<file path="src/rtl/timebase_pkg.sv">
// constants of the counter array time base: register indices, fields, resets
// assumes a 32-bit classic wishbone slave with one register per aligned word
package timebase_pkg;

    // ---------------------------------------------------------------
    // register indices, byte address is four times the index
    // ---------------------------------------------------------------
    localparam logic [9:0] CTRL_FLAGS_IDX = 10'h0d8;
    localparam logic [9:0] CNT_MODE_IDX = 10'h0d9;
    localparam logic [9:0] EVT_STATUS_IDX = 10'h0e0;
    localparam logic [9:0] EVT_ENABLE_IDX = 10'h0e1;
    localparam logic [9:0] EVT_CLEAR_IDX = 10'h0e2;

    // ---------------------------------------------------------------
    // field positions
    // ---------------------------------------------------------------
    localparam int OVF_FLAG_BIT = 7;
    localparam int RUN_BIT = 6;
    localparam int IDLE_GATE_BIT = 7;
    localparam int WDOG_EN_BIT = 6;
    localparam int SRC_HI_BIT = 2;
    localparam int SRC_LO_BIT = 1;
    localparam int OVF_IRQ_EN_BIT = 0;
    localparam int EXT_PIN_BIT = 2;
    localparam int MOD_PIN_BASE = 3;
    localparam int EVT_OVF_BIT = 5;
    localparam int NUM_MODULES = 5;

    // ---------------------------------------------------------------
    // reset values
    // ---------------------------------------------------------------
    localparam logic [7:0] CTRL_FLAGS_RST = 8'h00;
    localparam logic [7:0] CNT_MODE_RST = 8'h00;
    localparam logic [5:0] EVT_RST = 6'h00;
    localparam logic [15:0] COUNT_RST = 16'h0000;
    localparam logic [15:0] COUNT_MAX = 16'hffff;

    // ---------------------------------------------------------------
    // count sources and prescaler periods in core clocks
    // ---------------------------------------------------------------
    typedef enum logic [1:0] {
        SRC_DIV_SLOW,
        SRC_DIV_FAST,
        SRC_TIMER0,
        SRC_EXTERNAL
    } count_src_t;

    localparam logic [3:0] DIV_SLOW = 4'hc;
    localparam logic [3:0] DIV_SLOW_X2 = 4'h6;
    localparam logic [3:0] DIV_FAST = 4'h4;
    localparam logic [3:0] DIV_FAST_X2 = 4'h2;

endpackage

</file>
<file path="src/rtl/counter_array_timebase.sv">
// shared 16-bit time base of a five-module counter array with its two registers
// assumes core clock I_MCLK is the oscillator; module events and timer 0
// overflow come as one-cycle pulses from logic on the same clock
//
// Function
// source 00 counts at clock/12 (clock/6 double speed), 01 at clock/4 (clock/2).
// source 10 counts timer 0 overflows, 11 the external pin, whose rate must stay under clock/8.
// one 16-bit counter is the common time base of all five modules.
// idle gating 0 keeps counting in idle, 1 stops the counter while idle.
// the watchdog enable bit turns the module 4 watchdog on or off.
// the overflow interrupt enable lets the overflow flag request the interrupt; the flag sets regardless.
// the counter runs only while run control, control bit 6, is 1.
// overflow sets control bit 7; only a software write of 0 clears it.
// control bits 0 to 4 are module flags set by hardware and cleared only by software.
// all five module requests and the overflow merge into one interrupt request.
// external count is port 1 bit 2, module pins port 1 bits 3 to 7, else plain port pins.
// implemented control bits reset to 0; unimplemented bits read back undefined.
// software writes only 0 to unimplemented bits.
// software may set the overflow flag by writing 1, with the same interrupt effect.
// a module flag requests the interrupt only while that module's enable bit is 1.
// the counter steps by one per count pulse and wraps to zero, setting the overflow flag.
// the external pin is synchronised and each falling edge gives exactly one count pulse.
//
// Design decision made here: the Wishbone register port.
`timescale 1ns/1ps
`default_nettype none

module counter_array_timebase
    import timebase_pkg::*;
(
    // clock and reset
    input wire logic I_MCLK,
    input wire logic I_RESET_N,
    // wishbone slave
    input wire logic I_WB_CYC,
    input wire logic I_WB_STB,
    input wire logic I_WB_WE,
    input wire logic [11:0] I_WB_ADR,
    input wire logic [3:0] I_WB_SEL,
    input wire logic [31:0] I_WB_DAT,
    output logic [31:0] O_WB_DAT,
    output logic O_WB_ACK,
    // system side
    input wire logic I_DOUBLE_SPEED_MODE,
    input wire logic I_CPU_IDLE,
    input wire logic I_TIMER0_OVERFLOW,
    input wire logic I_EXTERNAL_COUNT_INPUT,
    // compare/capture modules
    input wire logic [timebase_pkg::NUM_MODULES-1:0] I_MODULE_EVENT,
    input wire logic [timebase_pkg::NUM_MODULES-1:0] I_MODULE_IRQ_ENABLE,
    input wire logic [timebase_pkg::NUM_MODULES-1:0] I_MODULE_PIN_USED,
    output logic [15:0] O_COUNT,
    output logic O_MODULE4_WATCHDOG_ENABLE,
    output logic [7:0] O_PORT1_ALT_SELECT,
    // interrupts
    output logic O_ARRAY_IRQ,
    output logic O_EVENT_IRQ
);
    import timebase_pkg::*;

    // ---------------------------------------------------------------
    // reset release
    // ---------------------------------------------------------------
    logic [1:0] rst_sync_reg;
    logic rst_n;

    always_ff @(posedge I_MCLK or negedge I_RESET_N) begin
        if (!I_RESET_N) begin
            rst_sync_reg <= 2'h0;
        end else begin
            rst_sync_reg <= {rst_sync_reg[0], 1'b1};
        end
    end
    assign rst_n = rst_sync_reg[1];

    // ---------------------------------------------------------------
    // external pin synchroniser
    // ---------------------------------------------------------------
    logic ext_meta_reg, ext_sync_reg, ext_prev_reg;
    logic ext_fall;

    always_ff @(posedge I_MCLK or negedge rst_n) begin
        if (!rst_n) begin
            ext_meta_reg <= 1'b1;
            ext_sync_reg <= 1'b1;
            ext_prev_reg <= 1'b1;
        end else begin
            ext_meta_reg <= I_EXTERNAL_COUNT_INPUT;
            ext_sync_reg <= ext_meta_reg;
            ext_prev_reg <= ext_sync_reg;
        end
    end
    // one pulse per falling edge, read only past the second flop
    assign ext_fall = ext_prev_reg & ~ext_sync_reg;

    // ---------------------------------------------------------------
    // bus decode
    // ---------------------------------------------------------------
    logic [9:0] word_idx;
    logic req, wr_fire, wr_ctrl, wr_mode, wr_en, wr_clr;

    assign word_idx = I_WB_ADR[11:2];
    assign req = I_WB_CYC & I_WB_STB;
    // write acts on the edge at which the master sees ack
    assign wr_fire = req & I_WB_WE & O_WB_ACK & I_WB_SEL[0];
    assign wr_ctrl = wr_fire & (word_idx == CTRL_FLAGS_IDX);
    assign wr_mode = wr_fire & (word_idx == CNT_MODE_IDX);
    assign wr_en = wr_fire & (word_idx == EVT_ENABLE_IDX);
    assign wr_clr = wr_fire & (word_idx == EVT_CLEAR_IDX);

    // ---------------------------------------------------------------
    // time base state
    // ---------------------------------------------------------------
    logic [7:0] ctrl_reg, ctrl_next;
    logic [7:0] mode_reg, mode_next;
    logic [15:0] count_reg, count_next;
    logic [3:0] pre_reg, pre_next;
    logic [3:0] period;
    logic count_en, pulse, wrap;
    count_src_t src;

    assign src = count_src_t'({mode_reg[SRC_HI_BIT], mode_reg[SRC_LO_BIT]});
    assign count_en = ctrl_reg[RUN_BIT]
        & ~(mode_reg[IDLE_GATE_BIT] & I_CPU_IDLE);

    always_comb begin
        // prescaler period follows source and double speed
        if (src == SRC_DIV_SLOW) begin
            period = I_DOUBLE_SPEED_MODE ? DIV_SLOW_X2 : DIV_SLOW;
        end else begin
            period = I_DOUBLE_SPEED_MODE ? DIV_FAST_X2 : DIV_FAST;
        end
        pre_next = pre_reg;
        pulse = 1'b0;
        case (src)
            SRC_DIV_SLOW, SRC_DIV_FAST: begin
                if (count_en) begin
                    if (pre_reg >= period - 4'h1) begin
                        pre_next = 4'h0;
                        pulse = 1'b1;
                    end else begin
                        pre_next = pre_reg + 4'h1;
                    end
                end
            end
            SRC_TIMER0: begin
                pulse = count_en & I_TIMER0_OVERFLOW;
            end
            SRC_EXTERNAL: begin
                pulse = count_en & ext_fall;
            end
            default: begin
                pulse = 1'b0;
            end
        endcase
        wrap = pulse & (count_reg == COUNT_MAX);
        count_next = pulse ? count_reg + 16'h0001 : count_reg;

        mode_next = mode_reg;
        if (wr_mode) begin
            // unimplemented bits are not stored
            mode_next = {I_WB_DAT[7:6], 3'h0, I_WB_DAT[2:0]};
        end

        ctrl_next = ctrl_reg;
        if (wr_ctrl) begin
            ctrl_next[OVF_FLAG_BIT] = I_WB_DAT[OVF_FLAG_BIT];
            ctrl_next[RUN_BIT] = I_WB_DAT[RUN_BIT];
            // module flags: a written 0 clears, a written 1 leaves alone
            ctrl_next[NUM_MODULES-1:0] = ctrl_reg[NUM_MODULES-1:0] & I_WB_DAT[NUM_MODULES-1:0];
        end
        // hardware sets win over a clear in the same cycle
        if (wrap) begin
            ctrl_next[OVF_FLAG_BIT] = 1'b1;
        end
        ctrl_next[NUM_MODULES-1:0] = ctrl_next[NUM_MODULES-1:0] | I_MODULE_EVENT;
    end

    always_ff @(posedge I_MCLK or negedge rst_n) begin
        if (!rst_n) begin
            ctrl_reg <= CTRL_FLAGS_RST;
            mode_reg <= CNT_MODE_RST;
            count_reg <= COUNT_RST;
            pre_reg <= 4'h0;
        end else begin
            ctrl_reg <= ctrl_next;
            mode_reg <= mode_next;
            count_reg <= count_next;
            pre_reg <= pre_next;
        end
    end

    // ---------------------------------------------------------------
    // event status, enable and interrupt outputs
    // ---------------------------------------------------------------
    logic [5:0] evt_reg, evt_next, evt_en_reg, evt_en_next;
    logic [5:0] evt_raw;
    logic array_irq_next, event_irq_next;
    logic [7:0] alt_next;

    assign evt_raw = {wrap, I_MODULE_EVENT};

    always_comb begin
        evt_en_next = wr_en ? I_WB_DAT[5:0] : evt_en_reg;
        // clear first, then set, so a new event is never lost
        evt_next = (wr_clr ? evt_reg & ~I_WB_DAT[5:0] : evt_reg) | evt_raw;
        array_irq_next = (ctrl_reg[OVF_FLAG_BIT] & mode_reg[OVF_IRQ_EN_BIT])
            | (|(ctrl_reg[NUM_MODULES-1:0] & I_MODULE_IRQ_ENABLE));
        event_irq_next = |(evt_reg & evt_en_reg);
        alt_next = 8'h00;
        alt_next[EXT_PIN_BIT] = (src == SRC_EXTERNAL);
        alt_next[MOD_PIN_BASE +: NUM_MODULES] = I_MODULE_PIN_USED;
    end

    always_ff @(posedge I_MCLK or negedge rst_n) begin
        if (!rst_n) begin
            evt_reg <= EVT_RST;
            evt_en_reg <= EVT_RST;
            O_ARRAY_IRQ <= 1'b0;
            O_EVENT_IRQ <= 1'b0;
            O_PORT1_ALT_SELECT <= 8'h00;
            O_COUNT <= COUNT_RST;
            O_MODULE4_WATCHDOG_ENABLE <= 1'b0;
        end else begin
            evt_reg <= evt_next;
            evt_en_reg <= evt_en_next;
            O_ARRAY_IRQ <= array_irq_next;
            O_EVENT_IRQ <= event_irq_next;
            O_PORT1_ALT_SELECT <= alt_next;
            O_COUNT <= count_next;
            O_MODULE4_WATCHDOG_ENABLE <= mode_next[WDOG_EN_BIT];
        end
    end

    // ---------------------------------------------------------------
    // bus answer
    // ---------------------------------------------------------------
    logic ack_next;
    logic [31:0] rdat_next;

    always_comb begin
        ack_next = req & ~O_WB_ACK;
        rdat_next = 32'h0000_0000;
        // unimplemented bits and unmapped words read zero
        case (word_idx)
            CTRL_FLAGS_IDX: rdat_next[7:0] = ctrl_reg;
            CNT_MODE_IDX: rdat_next[7:0] = mode_reg;
            EVT_STATUS_IDX: rdat_next[5:0] = evt_reg;
            EVT_ENABLE_IDX: rdat_next[5:0] = evt_en_reg;
            default: rdat_next = 32'h0000_0000;
        endcase
    end

    always_ff @(posedge I_MCLK or negedge rst_n) begin
        if (!rst_n) begin
            O_WB_ACK <= 1'b0;
            O_WB_DAT <= 32'h0000_0000;
        end else begin
            O_WB_ACK <= ack_next;
            O_WB_DAT <= rdat_next;
        end
    end

    // ---------------------------------------------------------------
    // checks
    // ---------------------------------------------------------------
    prescale_period_a: assert property (
        @(posedge I_MCLK) disable iff (!rst_n)
        (src == SRC_DIV_FAST && !I_DOUBLE_SPEED_MODE && pulse)
        |-> ##1 (!pulse && src == SRC_DIV_FAST && !I_DOUBLE_SPEED_MODE && count_en) [*3] ##1 pulse
        or ##[1:4] !(src == SRC_DIV_FAST && !I_DOUBLE_SPEED_MODE && count_en))
        else $error("fast prescaler period is not four clocks");

    timer0_count_a: assert property (
        @(posedge I_MCLK) disable iff (!rst_n)
        (src == SRC_TIMER0 && count_en && I_TIMER0_OVERFLOW)
        |=> O_COUNT == $past(count_reg) + 16'h0001)
        else $error("timer 0 overflow did not advance the counter");

    ext_edge_a: assert property (
        @(posedge I_MCLK) disable iff (!rst_n)
        (src == SRC_EXTERNAL && count_en && $fell(ext_sync_reg))
        |=> (count_reg != $past(count_reg)) ##1 (count_reg == $past(count_reg)))
        else $error("external falling edge did not give one count");

    idle_stop_a: assert property (
        @(posedge I_MCLK) disable iff (!rst_n)
        (mode_reg[IDLE_GATE_BIT] && I_CPU_IDLE) |=> $stable(count_reg))
        else $error("counter moved while gated in idle");

    run_stop_a: assert property (
        @(posedge I_MCLK) disable iff (!rst_n)
        !ctrl_reg[RUN_BIT] |=> $stable(count_reg))
        else $error("counter moved with run control clear");

    step_wrap_a: assert property (
        @(posedge I_MCLK) disable iff (!rst_n)
        (count_reg != $past(count_reg)) |-> (count_reg == $past(count_reg) + 16'h0001))
        else $error("counter did not step by one");

    overflow_set_a: assert property (
        @(posedge I_MCLK) disable iff (!rst_n)
        (pulse && count_reg == COUNT_MAX) |=> (ctrl_reg[OVF_FLAG_BIT] && count_reg == COUNT_RST))
        else $error("wrap did not set the overflow flag");

    overflow_hold_a: assert property (
        @(posedge I_MCLK) disable iff (!rst_n)
        (ctrl_reg[OVF_FLAG_BIT] && !wr_ctrl) |=> ctrl_reg[OVF_FLAG_BIT])
        else $error("overflow flag cleared without a write");

    module_flag_a: assert property (
        @(posedge I_MCLK) disable iff (!rst_n)
        I_MODULE_EVENT[4] |=> ctrl_reg[4] ##1 (ctrl_reg[4] || $past(wr_ctrl)))
        else $error("module 4 flag not held after its event");

    shared_irq_a: assert property (
        @(posedge I_MCLK) disable iff (!rst_n)
        O_ARRAY_IRQ == $past((ctrl_reg[OVF_FLAG_BIT] & mode_reg[OVF_IRQ_EN_BIT])
            | (|(ctrl_reg[NUM_MODULES-1:0] & I_MODULE_IRQ_ENABLE))))
        else $error("shared interrupt does not follow its causes");

    watchdog_en_a: assert property (
        @(posedge I_MCLK) disable iff (!rst_n)
        wr_mode |=> O_MODULE4_WATCHDOG_ENABLE == $past(I_WB_DAT[WDOG_EN_BIT]))
        else $error("watchdog enable does not follow the mode write");

    slow_x2_period_a: assert property (
        @(posedge I_MCLK) disable iff (!rst_n)
        (src == SRC_DIV_SLOW && I_DOUBLE_SPEED_MODE && pulse)
        |-> ##1 (!pulse && src == SRC_DIV_SLOW && I_DOUBLE_SPEED_MODE && count_en) [*5] ##1 pulse
        or ##[1:6] !(src == SRC_DIV_SLOW && I_DOUBLE_SPEED_MODE && count_en))
        else $error("double speed slow prescaler period is not six clocks");

    ovf_irq_a: assert property (
        @(posedge I_MCLK) disable iff (!rst_n)
        (ctrl_reg[OVF_FLAG_BIT] && mode_reg[OVF_IRQ_EN_BIT]) |=> O_ARRAY_IRQ)
        else $error("enabled overflow flag raised no interrupt");

    irq_quiet_a: assert property (
        @(posedge I_MCLK) disable iff (!rst_n)
        (!mode_reg[OVF_IRQ_EN_BIT] && !(|(ctrl_reg[NUM_MODULES-1:0] & I_MODULE_IRQ_ENABLE))) |=> !O_ARRAY_IRQ)
        else $error("interrupt raised with every cause masked");

    module_hold_a: assert property (
        @(posedge I_MCLK) disable iff (!rst_n)
        (ctrl_reg[0] && !wr_ctrl) |=> ctrl_reg[0])
        else $error("module 0 flag cleared without a write");

endmodule

`default_nettype wire

</file>
<file path="config.mk">
export PLATFORM = sky130hd
export DESIGN_NAME = counter_array_timebase
export DESIGN_NICKNAME = d
export VERILOG_FILES = /design/src/rtl/timebase_pkg.sv /design/src/rtl/counter_array_timebase.sv
export SDC_FILE = /design/constraint.sdc
export NUM_CORES = 1
export LEC_CHECK = 0
export BUFFER_PORTS_ARGS = -buffer_cell sky130_fd_sc_hd__clkbuf_2
export CORE_ASPECT_RATIO = 0.75
export CORE_UTILIZATION = 28
export CTS_CLUSTER_SIZE = 25
export DETAILED_ROUTE_END_ITERATION = 12
export PLACE_DENSITY = 0.61
export SLEW_MARGIN = 5
export SYNTH_ARGS = -nofsm -noshare
export SYNTH_HDL_FRONTEND = slang
export SYNTH_SLANG_ARGS = --single-unit
export TNS_END_PERCENT = 20
</file>
<file path="constraint.sdc">
create_clock -name I_MCLK -period 2.9 [get_ports I_MCLK]
set_input_delay 0.58 -clock I_MCLK [delete_from_list [all_inputs] [get_ports I_MCLK]]
set_output_delay 0.58 -clock I_MCLK [all_outputs]
set_load 0.01 [all_outputs]
</file>
==> metrics.md, run 1 <==
| Metric | Value |
|---|---|
| Status | finished with violations |
| Violated checks | design-rule violations |
| Crit-path cells | or3_1 > ha_1 > nand2_1 > o21a_1 > or4_1 > o21ai_0 |
| PortBufs | 76 |
| Slew headroom | 57.98% |
| Final-report setup violation count | 0 |
| Largest net degree at the start of global routing | 29 |
| Post-Syn Area | 0.003142 sq mm |
| CTS tree | yes |
| Fmax | 410.7 MHz |
| Hold_ws | 0.02780 ns |
| CP max stage cell | or4_1 |
| Leak pwr | 1.921 nW |
| GP Congestion | 0.8276 |
| Worst-path clk slew | 0.05 ns |
| Fin Clk Skew | 0.005842 ns |
| Count of different cell masters after synthesis | 46 |
| TritonCTS Sinks | 66 |
| DP Wirelength | 5473 um |
| Worst r2r path cells | 6 |
| Nets | 444 |
| EDFF count, synth | 0 |
| Hold/Removal Path Class | input pin to asynchronous set/reset pin |
| Max Slew Vio Count | 0 |
| CTS max path bufs | 2 |
| Min Tclk post-route | 2.435 ns |
| Main flop type after synthesis | dfrtp_1 |
| CP max FO | 13 |
| Cells after Synth | 283 |
| R2R Setup Slk | 0.47 ns |
| Grt ovf | 0 |
| Diode count | 0 |
| Max-cap violations | 0 |
| P&R area growth vs syn | 23.42% |
| Crit share post-route | 83.96% |
| Die area | 0.01165 sq mm |
| Initial DRC Count | 111 |
| Ports | 132 |
| Worst r2r dst | evt_reg[5]$_DFF_PN0_ |
| Final TNS setup | 0 ns |
| CTS Buf Count | 9 |
| Post CTS Setup Buffer Count | 0 |
| Sw Pwr | 0.4534 mW |
| Worst-skew pair later-pin latency | 0.33 ns |
| First-pass GRT wire length | 11740 um |
| Via count | 2413 |
| Standard-cell rows | 33 |
| Avg Inst Size Synth | 11.10 sq um |
| FF-to-FF Start | mode_reg[1]$_DFFE_PN0P_ |
| Max reg flops | 16 |
| Synth async-reset ratio | 100.0% |
| CP Capture Type | register |
| Post-layout util | 35.44% |
| Endpoints failing hold | 0 |
| Worst Tran Pin Value | 0.6303 ns |
| Worst VDD drop | 222.7 uV |
| Layout cell share with drive strength beyond 1 | 30.91% |
| Post-CTS Resized | 0 |
| Flops & latches, synth | 66 |
| Die height | 93.74 um |
| Synthesis Warnings | 0 |
| Unrepaired setup endpoints after global routing | no |
| Global Route Usage Sum | 13.21% |
| Comb pwr share | 5.2% |
| H-tree Lvls | 3 |
| Post-synthesis sequential area ratio | 52.69% |
| Crit path DAT | 2.68 ns |
| CP max stage delay | 0.63 ns |
| Core area | 0.01094 sq mm |
| Clk network pwr share | 48.2% |
| Pwr dens | 523.0 mW/mm^2 |
| Vias in the first global route | 2315 |
| Drt pass-1 iters | 8 |
| Routed wire length | 7289 um |
| Wire length per cell | 14.24 um |
| Reg power frac | 46.6% |
| Int Power | 1.574 mW |
| Worst EP required | 3.15 ns |
| CTS hold repair buffers | 0 |
| CTS Root Cell | clkbuf_16 |
| Vias per cell | 4.713 |
| Setup crit start kind | register |
| Initial antenna violation count | 0 |
| Routed Antenna Nets | 0 |
| Critical path class | register to register |
| Starting Density | 28.71% |
| Switching Fraction | 22.36% |
| Chip width | 124.3 um |
| DRC Markers | 2 |
[worst max-delay path, delay by kind of cell (launching register included)]
kind,cells,cell delay (ns)
AND/OR/NAND/NOR,3,1.12
flip-flops,1,0.45
AO/OA/AOI/OAI,2,0.46
adder cells (fa/ha/maj),1,0.32
[routing by layer]
layer	part of all wire, %	up-vias	routed length (um)	track usage, %
li1	-	1139	-	-
met1	46	1174	3369	16.96
met2	44	92	3236	19.52
met3	7.8	8	566	5.353
met4	1.6	0	116	5.823
met5	0	-	0	0
[power groups by stage]
stage               Sequential (mW)  Combinational [mW]  Clock, mW
floorplan                     0.968              0.0697          0
global placement              0.960               0.104          0
detailed placement            0.961               0.107          0
CTS                           0.945               0.107       1.01
global route                  0.946               0.119       1.06
finish                        0.944               0.106      0.978
[placed cells by master, fill, tap and decap left out, drive strengths merged, types with 2 or more instances in the layout]
cell	instances
o31ai	6
o21ai	7
dfstp	3
mux2	13
ha	5
nor3	9
xor2	12
mux2i	9
nor4	6
or3	4
buf	8
and2	4
o22ai	3
nor2	10
nand2b	5
and4	3
xnor2	3
dfrtp	63
clkbuf	90
and3	4
a221oi	2
or4	2
nand4	6
nand3	21
conb	27
a22oi	6
a21oi	4
a21o	5
nor2b	2
and3b	2
nand2	14
inv	3
[worst max-delay path by stage]
| stage | slack, ns | to | start |
|---|---|---|---|
| 4_1_cts | 0.44 | evt_reg[5]$_DFF_PN0_ | mode_reg[1]$_DFFE_PN0P_ |
| 3_3_place_gp | 0.37 | evt_reg[5]$_DFF_PN0_ | I_DOUBLE_SPEED_MODE |
| 6_report | 0.47 | evt_reg[5]$_DFF_PN0_ | mode_reg[1]$_DFFE_PN0P_ |
| 5_1_grt | 0.31 | evt_reg[5]$_DFF_PN0_ | mode_reg[1]$_DFFE_PN0P_ |
| 3_5_place_dp | 0.30 | evt_reg[5]$_DFF_PN0_ | I_DOUBLE_SPEED_MODE |
| 2_1_floorplan | 0.63 | O_COUNT[13]$_DFFE_PN0P_ | I_DOUBLE_SPEED_MODE |
[metrics by stage]
stage	worst slack (ns)	power [mW]	cell area, sq um	cells
3_5_place_dp	0.2976	1.068	3611	496
4_1_cts	0.4434	2.065	3877	512
5_1_grt	0.3063	2.121	3877	512
2_1_floorplan	0.6283	1.038	3236	308
6_report	0.4653	2.028	3877	512
3_3_place_gp	0.3655	1.064	3611	496
[cell families after synthesis]
logic type | after synthesis | share of synthesized area, %
DFF | 66 | 52.69
muxes | 22 | 7.527
AOI/OAI and AO/OA | 39 | 8.523
xor gates and xnor gates | 15 | 4.182
other | 2 | 0.2390
and+or+nand+nor | 95 | 16.81
adders and majority gates | 5 | 1.991
buffers and inverters | 39 | 8.045
[cells in the mapped netlist (2+ instances only)]
cell      instances  area share (%)
dfrtp_1          63              50
buf_4            26             6.2
nand3_1          21             3.3
nand2_1          14             1.7
mux2_2           13             4.7
xor2_1           12             3.3
mux2i_1           9             2.9
nor2_1            9             1.1
nor3_1            9             1.4
o21ai_0           7             1.1
a22oi_1           6             1.4
nand4_1           6             1.2
nor4_1            6             1.2
o31ai_1           6             1.4
a21o_1            5             1.2
clkbuf_1          5            0.60
ha_1              5             2.0
nand2b_1          5             1.0
a21oi_1           4            0.64
and2_1            4            0.80
and3_1            4            0.80
or3_1             4            0.80
and4_1            3            0.84
buf_1             3            0.36
dfstp_2           3             2.5
inv_1             3            0.36
o22ai_1           3            0.60
xnor2_1           3            0.84
a221oi_1          2            0.56
and3b_1           2            0.56
conb_1            2            0.24
nor2b_1           2            0.40
[layout make-up]
type | instances | area [sq um]
clock inverters | 2 | 12.51
fillers | 1118 | 7064
flip-flops and latches | 66 | 1657
well taps | 140 | 175.2
inverters | 3 | 11.26
repair buffers | 84 | 440.4
multi-input cells | 203 | 1328
clock buffers | 14 | 254.0
Note: power is estimated with default switching activity, not from simulation.
==> inputs of run 2 (changes only) <==
clock period = 2.6 ns   (was 2.9 ns; I/O delays follow)
==> metrics.md, run 2 (same netlist as run 1, synthesis figures left out) <==
| Metric | Value |
|---|---|
| Status | complete, no violations |
| Commonest non-fill, non-tap cell in the layout | clkbuf_2 |
| Total power | 2.354 mW |
| Worst EP required | 2.81 ns |
| Sequential cell area | 0.001657 sq mm |
| Worst VDD drop | 395.7 uV |
| Vias in the first global route | 2360 |
| Leak pwr | 1.954 nW |
| Most frequent cells in the layout | clkbuf_2 (76), dfrtp_1 (62), conb_1 (27) |
| Critical path class | register to register |
| CP Capture Type | register |
| Hold_ws | 0.2329 ns |
| Slew headroom | 66.51% |
| Worst-path clk slew | 0.05 ns |
| Fillers | 1094 |
| Die area | 0.01165 sq mm |
| Initial antenna violation count | 0 |
| Global Route Usage Sum | 13.55% |
| Pre-CTS WS | 0.2141 ns |
| Initial DRC Count | 70 |
| Crit share post-route | 88.87% |
| Unrepaired setup endpoints after global routing | no |
| CTS tree | yes |
| Starting Density | 28.71% |
| Grt ovf | 0 |
| Worst-skew pair later-pin latency | 0.33 ns |
| CP max stage delay | 0.45 ns |
| Largest net degree at the start of global routing | 45 |
| Drt pass-1 iters | 6 |
| Worst Tran Pin Value | 0.4979 ns |
| DP Area | 0.003643 sq mm |
| Post-layout util | 36.04% |
| Routed Antenna Nets | 0 |
| Fmax | 432.8 MHz |
| Final cell count without fillers | 514 |
| CTS Buf Count | 9 |
| Vias per cell | 4.589 |
| Multi-input combinational cell area | 0.001328 sq mm |
| Standard-cell rows | 33 |
| CP max FO | 7 |
| Crit path DAT | 2.52 ns |
| CTS Root Cell | clkbuf_16 |
| H-tree Lvls | 3 |
| Ports | 132 |
| TritonCTS Sinks | 66 |
| Worst r2r path cells | 6 |
| Routed wire length | 7204 um |
| Final-report setup violation count | 0 |
| Layout cell share with drive strength beyond 1 | 31.28% |
| CP max stage cell | dfrtp_1 |
| Post-CTS Resized | 0 |
| DRC Markers | 0 |
| Nets | 446 |
| Core area | 0.01094 sq mm |
| Max-cap violations | 0 |
| GP Congestion | 0.7810 |
| Min Tclk post-route | 2.311 ns |
| Hold/Removal Path Class | register to asynchronous set/reset pin |
| Max Slew Vio Count | 0 |
| Diode count | 0 |
| P&R area growth vs syn | 25.53% |
| Pwr dens | 596.9 mW/mm^2 |
| Fin Clk Skew | 0.004204 ns |
| Setup crit start kind | register |
| Finished Cell Area | 0.003944 sq mm |
| Die height | 93.74 um |
| DP Wirelength | 5389 um |
| Final TNS setup | 0 ns |
| First-pass GRT wire length | 12000 um |
| Max reg flops | 16 |
| Via count | 2359 |
| Final Worst Setup Slack | 0.2893 ns |
| Inst Count DP | 497 |
| PortBufs | 76 |
| Wire length per cell | 14.02 um |
| Crit-path cells | or3_1 > ha_1 > a211oi_1 > o21ai_0 > nand2_1 > mux2_2 |
| Chip width | 124.3 um |
| Endpoints failing hold | 0 |
| CTS max path bufs | 2 |
==> run 2: what timing repair did <==
item | in CTS | in global routing
buffers inserted | 0 | 0
hold buffers | 1 | 0
hold endpoints to repair | 2 | 0
==> run 2: final timing paths <==
path	to	from	slack (ns)
setup / recovery	O_COUNT[1]$_DFFE_PN0P_	mode_reg[1]$_DFFE_PN0P_	0.29
hold / removal	O_EVENT_IRQ$_DFF_PN0_	rst_sync_reg[1]$_DFF_PN0_	0.23
setup reg to reg	O_COUNT[1]$_DFFE_PN0P_	mode_reg[1]$_DFFE_PN0P_	0.29
hold reg to reg	O_EVENT_IRQ$_DFF_PN0_	rst_sync_reg[1]$_DFF_PN0_	0.23
max in group asynchronous	O_WB_DAT[5]$_DFF_PN0_	rst_sync_reg[1]$_DFF_PN0_	1.76
min in group I_MCLK	ext_meta_reg$_DFF_PN1_	I_EXTERNAL_COUNT_INPUT	0.27
==> run 2: routing by layer <==
layer	vias up	routed length, um	GRT usage (%)
li1	1135	-	-
met3	11	402	4.784
met1	1133	3503	17.78
met2	80	3162	20.35
met4	0	136	5.422
met5	-	0	0
==> run 2: area by class of cell <==
type,instances,share of cell area (%)
clock buffers,13,6.345
clock inverters,3,1.015
inverters,3,0.2855
multi-input cells,203,33.66
flip-flops and latches,66,42.01
well taps,140,4.442
repair buffers,86,12.25
==> run 2: power breakdown <==
group / switching [mW] / leakage, nW / internal [mW]
Combinational: 0.0759 / 0.986 / 0.0516
Sequential: 0.0100 / 0.824 / 1.04
Clock: 0.410 / 0.144 / 0.765
==> run 2: worst max-delay path, delay by kind of cell, from the launching register on <==
kind            cells  cell delay [ns]
mux                 1             0.34
compound gates      2             0.52
flops               1             0.45
simple gates        2             0.57
fa+ha+maj           1             0.31
==> inputs of run 3 (changes only) <==
BUFFER_PORTS_ARGS = -buffer_cell sky130_fd_sc_hd__buf_2   (was -buffer_cell sky130_fd_sc_hd__clkbuf_2)
PLACE_DENSITY = 0.62   (was 0.61)
SLEW_MARGIN = 10   (was 5)
clock period = 1.9 ns   (was 2.6 ns; I/O delays follow)
==> metrics.md, run 3 (same netlist as run 1, synthesis figures left out) <==
| Metric | Value |
|---|---|
| Max-cap violations | 0 |
| TritonCTS Sinks | 66 |
| Routed Antenna Nets | 0 |
| Inst Count DP | 510 |
| P&R area growth vs syn | 35.32% |
| DP Wirelength | 5691 um |
| Initial DRC Count | 105 |
| Final-report setup violation count | 15 |
| CTS Root Cell | clkbuf_16 |
| Wire length per cell | 14.88 um |
| Unrepaired setup endpoints after global routing | yes |
| Worst-path clk slew | 0.06 ns |
| Hold_ws | 0.1488 ns |
| CTS Buf Count | 9 |
| Sequential cell area | 0.001657 sq mm |
| Worst EP required | 2.15 ns |
| Hold Path Depth | 1 |
| WHS Endpoint | ext_meta_reg$_DFF_PN1_ |
| Layout cell share with drive strength beyond 1 | 38.66% |
| Global Route Usage Sum | 14.04% |
| Post-layout util | 38.86% |
| Pwr dens | 803.7 mW/mm^2 |
| Worst r2r path cells | 7 |
| Largest net degree at the start of global routing | 65 |
| CTS max path bufs | 2 |
| Clk network pwr share | 52.0% |
| Endpoints failing hold | 0 |
| Critical path class | register to register |
| Switching Fraction | 22.04% |
| CP max FO | 6 |
| Max Slew Vio Count | 0 |
| Finished Cell Area | 0.004252 sq mm |
| R2R Setup Slk | -0.09 ns |
| CP Capture Type | register |
| Starting Density | 28.71% |
| First-pass GRT wire length | 12470 um |
| Via count | 2488 |
| Hold/Removal Path Class | input pin to register |
| Max reg flops | 16 |
| Status | finished with violations |
| Final Worst Setup Slack | -0.08757 ns |
| Vias per cell | 4.712 |
| Crit path DAT | 2.24 ns |
| Worst VDD drop | 443.4 uV |
| DP Area | 0.003824 sq mm |
| Reg power frac | 41.8% |
| Sw Pwr | 0.7531 mW |
| Crit share post-route | 104.6% |
| Initial antenna violation count | 0 |
| Post CTS Setup Buffer Count | 0 |
| Drt pass-1 iters | 4 |
| CTS tree | yes |
| Fmax | 503.1 MHz |
| Final cell count without fillers | 528 |
| Standard-cell rows | 33 |
| GP Congestion | 0.7956 |
| PortBufs | 76 |
| DRC Markers | 0 |
| Commonest non-fill, non-tap cell in the layout | buf_2 |
| Setup crit start kind | register |
| Leak pwr | 2.114 nW |
| Chip width | 124.3 um |
| H-tree Lvls | 3 |
| Vias in the first global route | 2385 |
| Die height | 93.74 um |
| Multi-input combinational cell area | 0.001471 sq mm |
| Hold path start | I_EXTERNAL_COUNT_INPUT |
| Fillers | 1058 |
| Worst-skew pair later-pin latency | 0.33 ns |
| Min Tclk post-route | 1.988 ns |
| Routed wire length | 7855 um |
| Violated checks | negative setup slack |
| Nets | 460 |
| Core area | 0.01094 sq mm |
| Diode count | 0 |
| Final TNS setup | -0.7260 ns |
| Die area | 0.01165 sq mm |
| Fin Clk Skew | 0.003987 ns |
| Most frequent cells in the layout | buf_2 (76), dfrtp_1 (62), conb_1 (27) |
| FF-to-FF Start | mode_reg[2]$_DFFE_PN0P_ |
| Ports | 132 |
| Comb pwr share | 6.1% |
| Int Power | 2.664 mW |
| Worst r2r dst | O_COUNT[15]$_DFFE_PN0P_ |
| Grt ovf | 0 |
-- run 3: changes by cell type in the layout (fill, tap and decap cells not counted), sizes merged --
cell      delta
inv          +1
bufinv       +1
clkinvlp     +1
clkbuf      -78
buf         +89
-- run 3: power groups by stage --
stage	sequential [mW]	clock, mW	combinational [mW]
2_1_floorplan	1.48	0	0.115
3_5_place_dp	1.45	0	0.200
3_3_place_gp	1.45	0	0.196
6_report	1.43	1.78	0.210
4_1_cts	1.43	1.83	0.204
5_1_grt	1.43	1.89	0.233
-- run 3: cell type report --
type | instances | share of cell area, %
multi-input combinational | 203 | 34.61
timing repair buffer | 100 | 14.54
clock inverter | 6 | 2.119
sequential | 66 | 38.96
clock buffer | 10 | 5.386
tap | 140 | 4.120
inverter | 3 | 0.2649
-- run 3: worst max-delay path by stage --
stage / startpoint / endpoint / slack (ns) / depth (start not counted)
6_report: mode_reg[2]$_DFFE_PN0P_ / O_COUNT[15]$_DFFE_PN0P_ / -0.09 / 7
4_1_cts: mode_reg[2]$_DFFE_PN0P_ / O_COUNT[15]$_DFFE_PN0P_ / -0.08 / 7
2_1_floorplan: mode_reg[2]$_DFFE_PN0P_ / O_COUNT[7]$_DFFE_PN0P_ / -0.06 / 7
5_1_grt: mode_reg[2]$_DFFE_PN0P_ / O_COUNT[1]$_DFFE_PN0P_ / -0.17 / 6
3_5_place_dp: I_WB_ADR[11] / ctrl_reg[0]$_DFF_PN0_ / -0.26 / 6
3_3_place_gp: I_DOUBLE_SPEED_MODE / evt_reg[5]$_DFF_PN0_ / -0.24 / 7
-- run 3: per-stage QoR --
step | power [mW] | setup slack [ns]
final | 3.417 | -0.08757
after global routing | 3.552 | -0.1684
after CTS | 3.465 | -0.07606
after detailed placement | 1.654 | -0.2603
after global placement | 1.650 | -0.2381
after floorplan | 1.592 | -0.05769
-- run 3: layer usage --
metal	up-vias	share of wire, %	track usage, %	wire length (um)
li1	1173	-	-	-
met1	1223	46	18.30	3644
met2	82	46	20.86	3605
met3	10	6.5	5.410	509
met4	0	1.2	5.622	95
met5	-	0	0	0
-- run 3: timing repair --
| item | CTS | global route |
|---|---|---|
| pin swaps | 5 | 1 |
| hold buffers | 1 | 0 |
| endpoints found under the setup margin | 15 | 19 |
| gates resized for setup | 8 | 5 |
| endpoints found under the hold margin | 2 | 0 |
| gates cloned | 0 | 1 |
-- run 3: worst max-delay path, cell delays in order (launching register included) --
cell	delay [ns]
dfrtp_1	0.38
or3_4	0.38
ha_4	0.29
nand2_2	0.07
o21a_4	0.22
buf_12	0.14
nor4_4	0.26
xor2_1	0.17
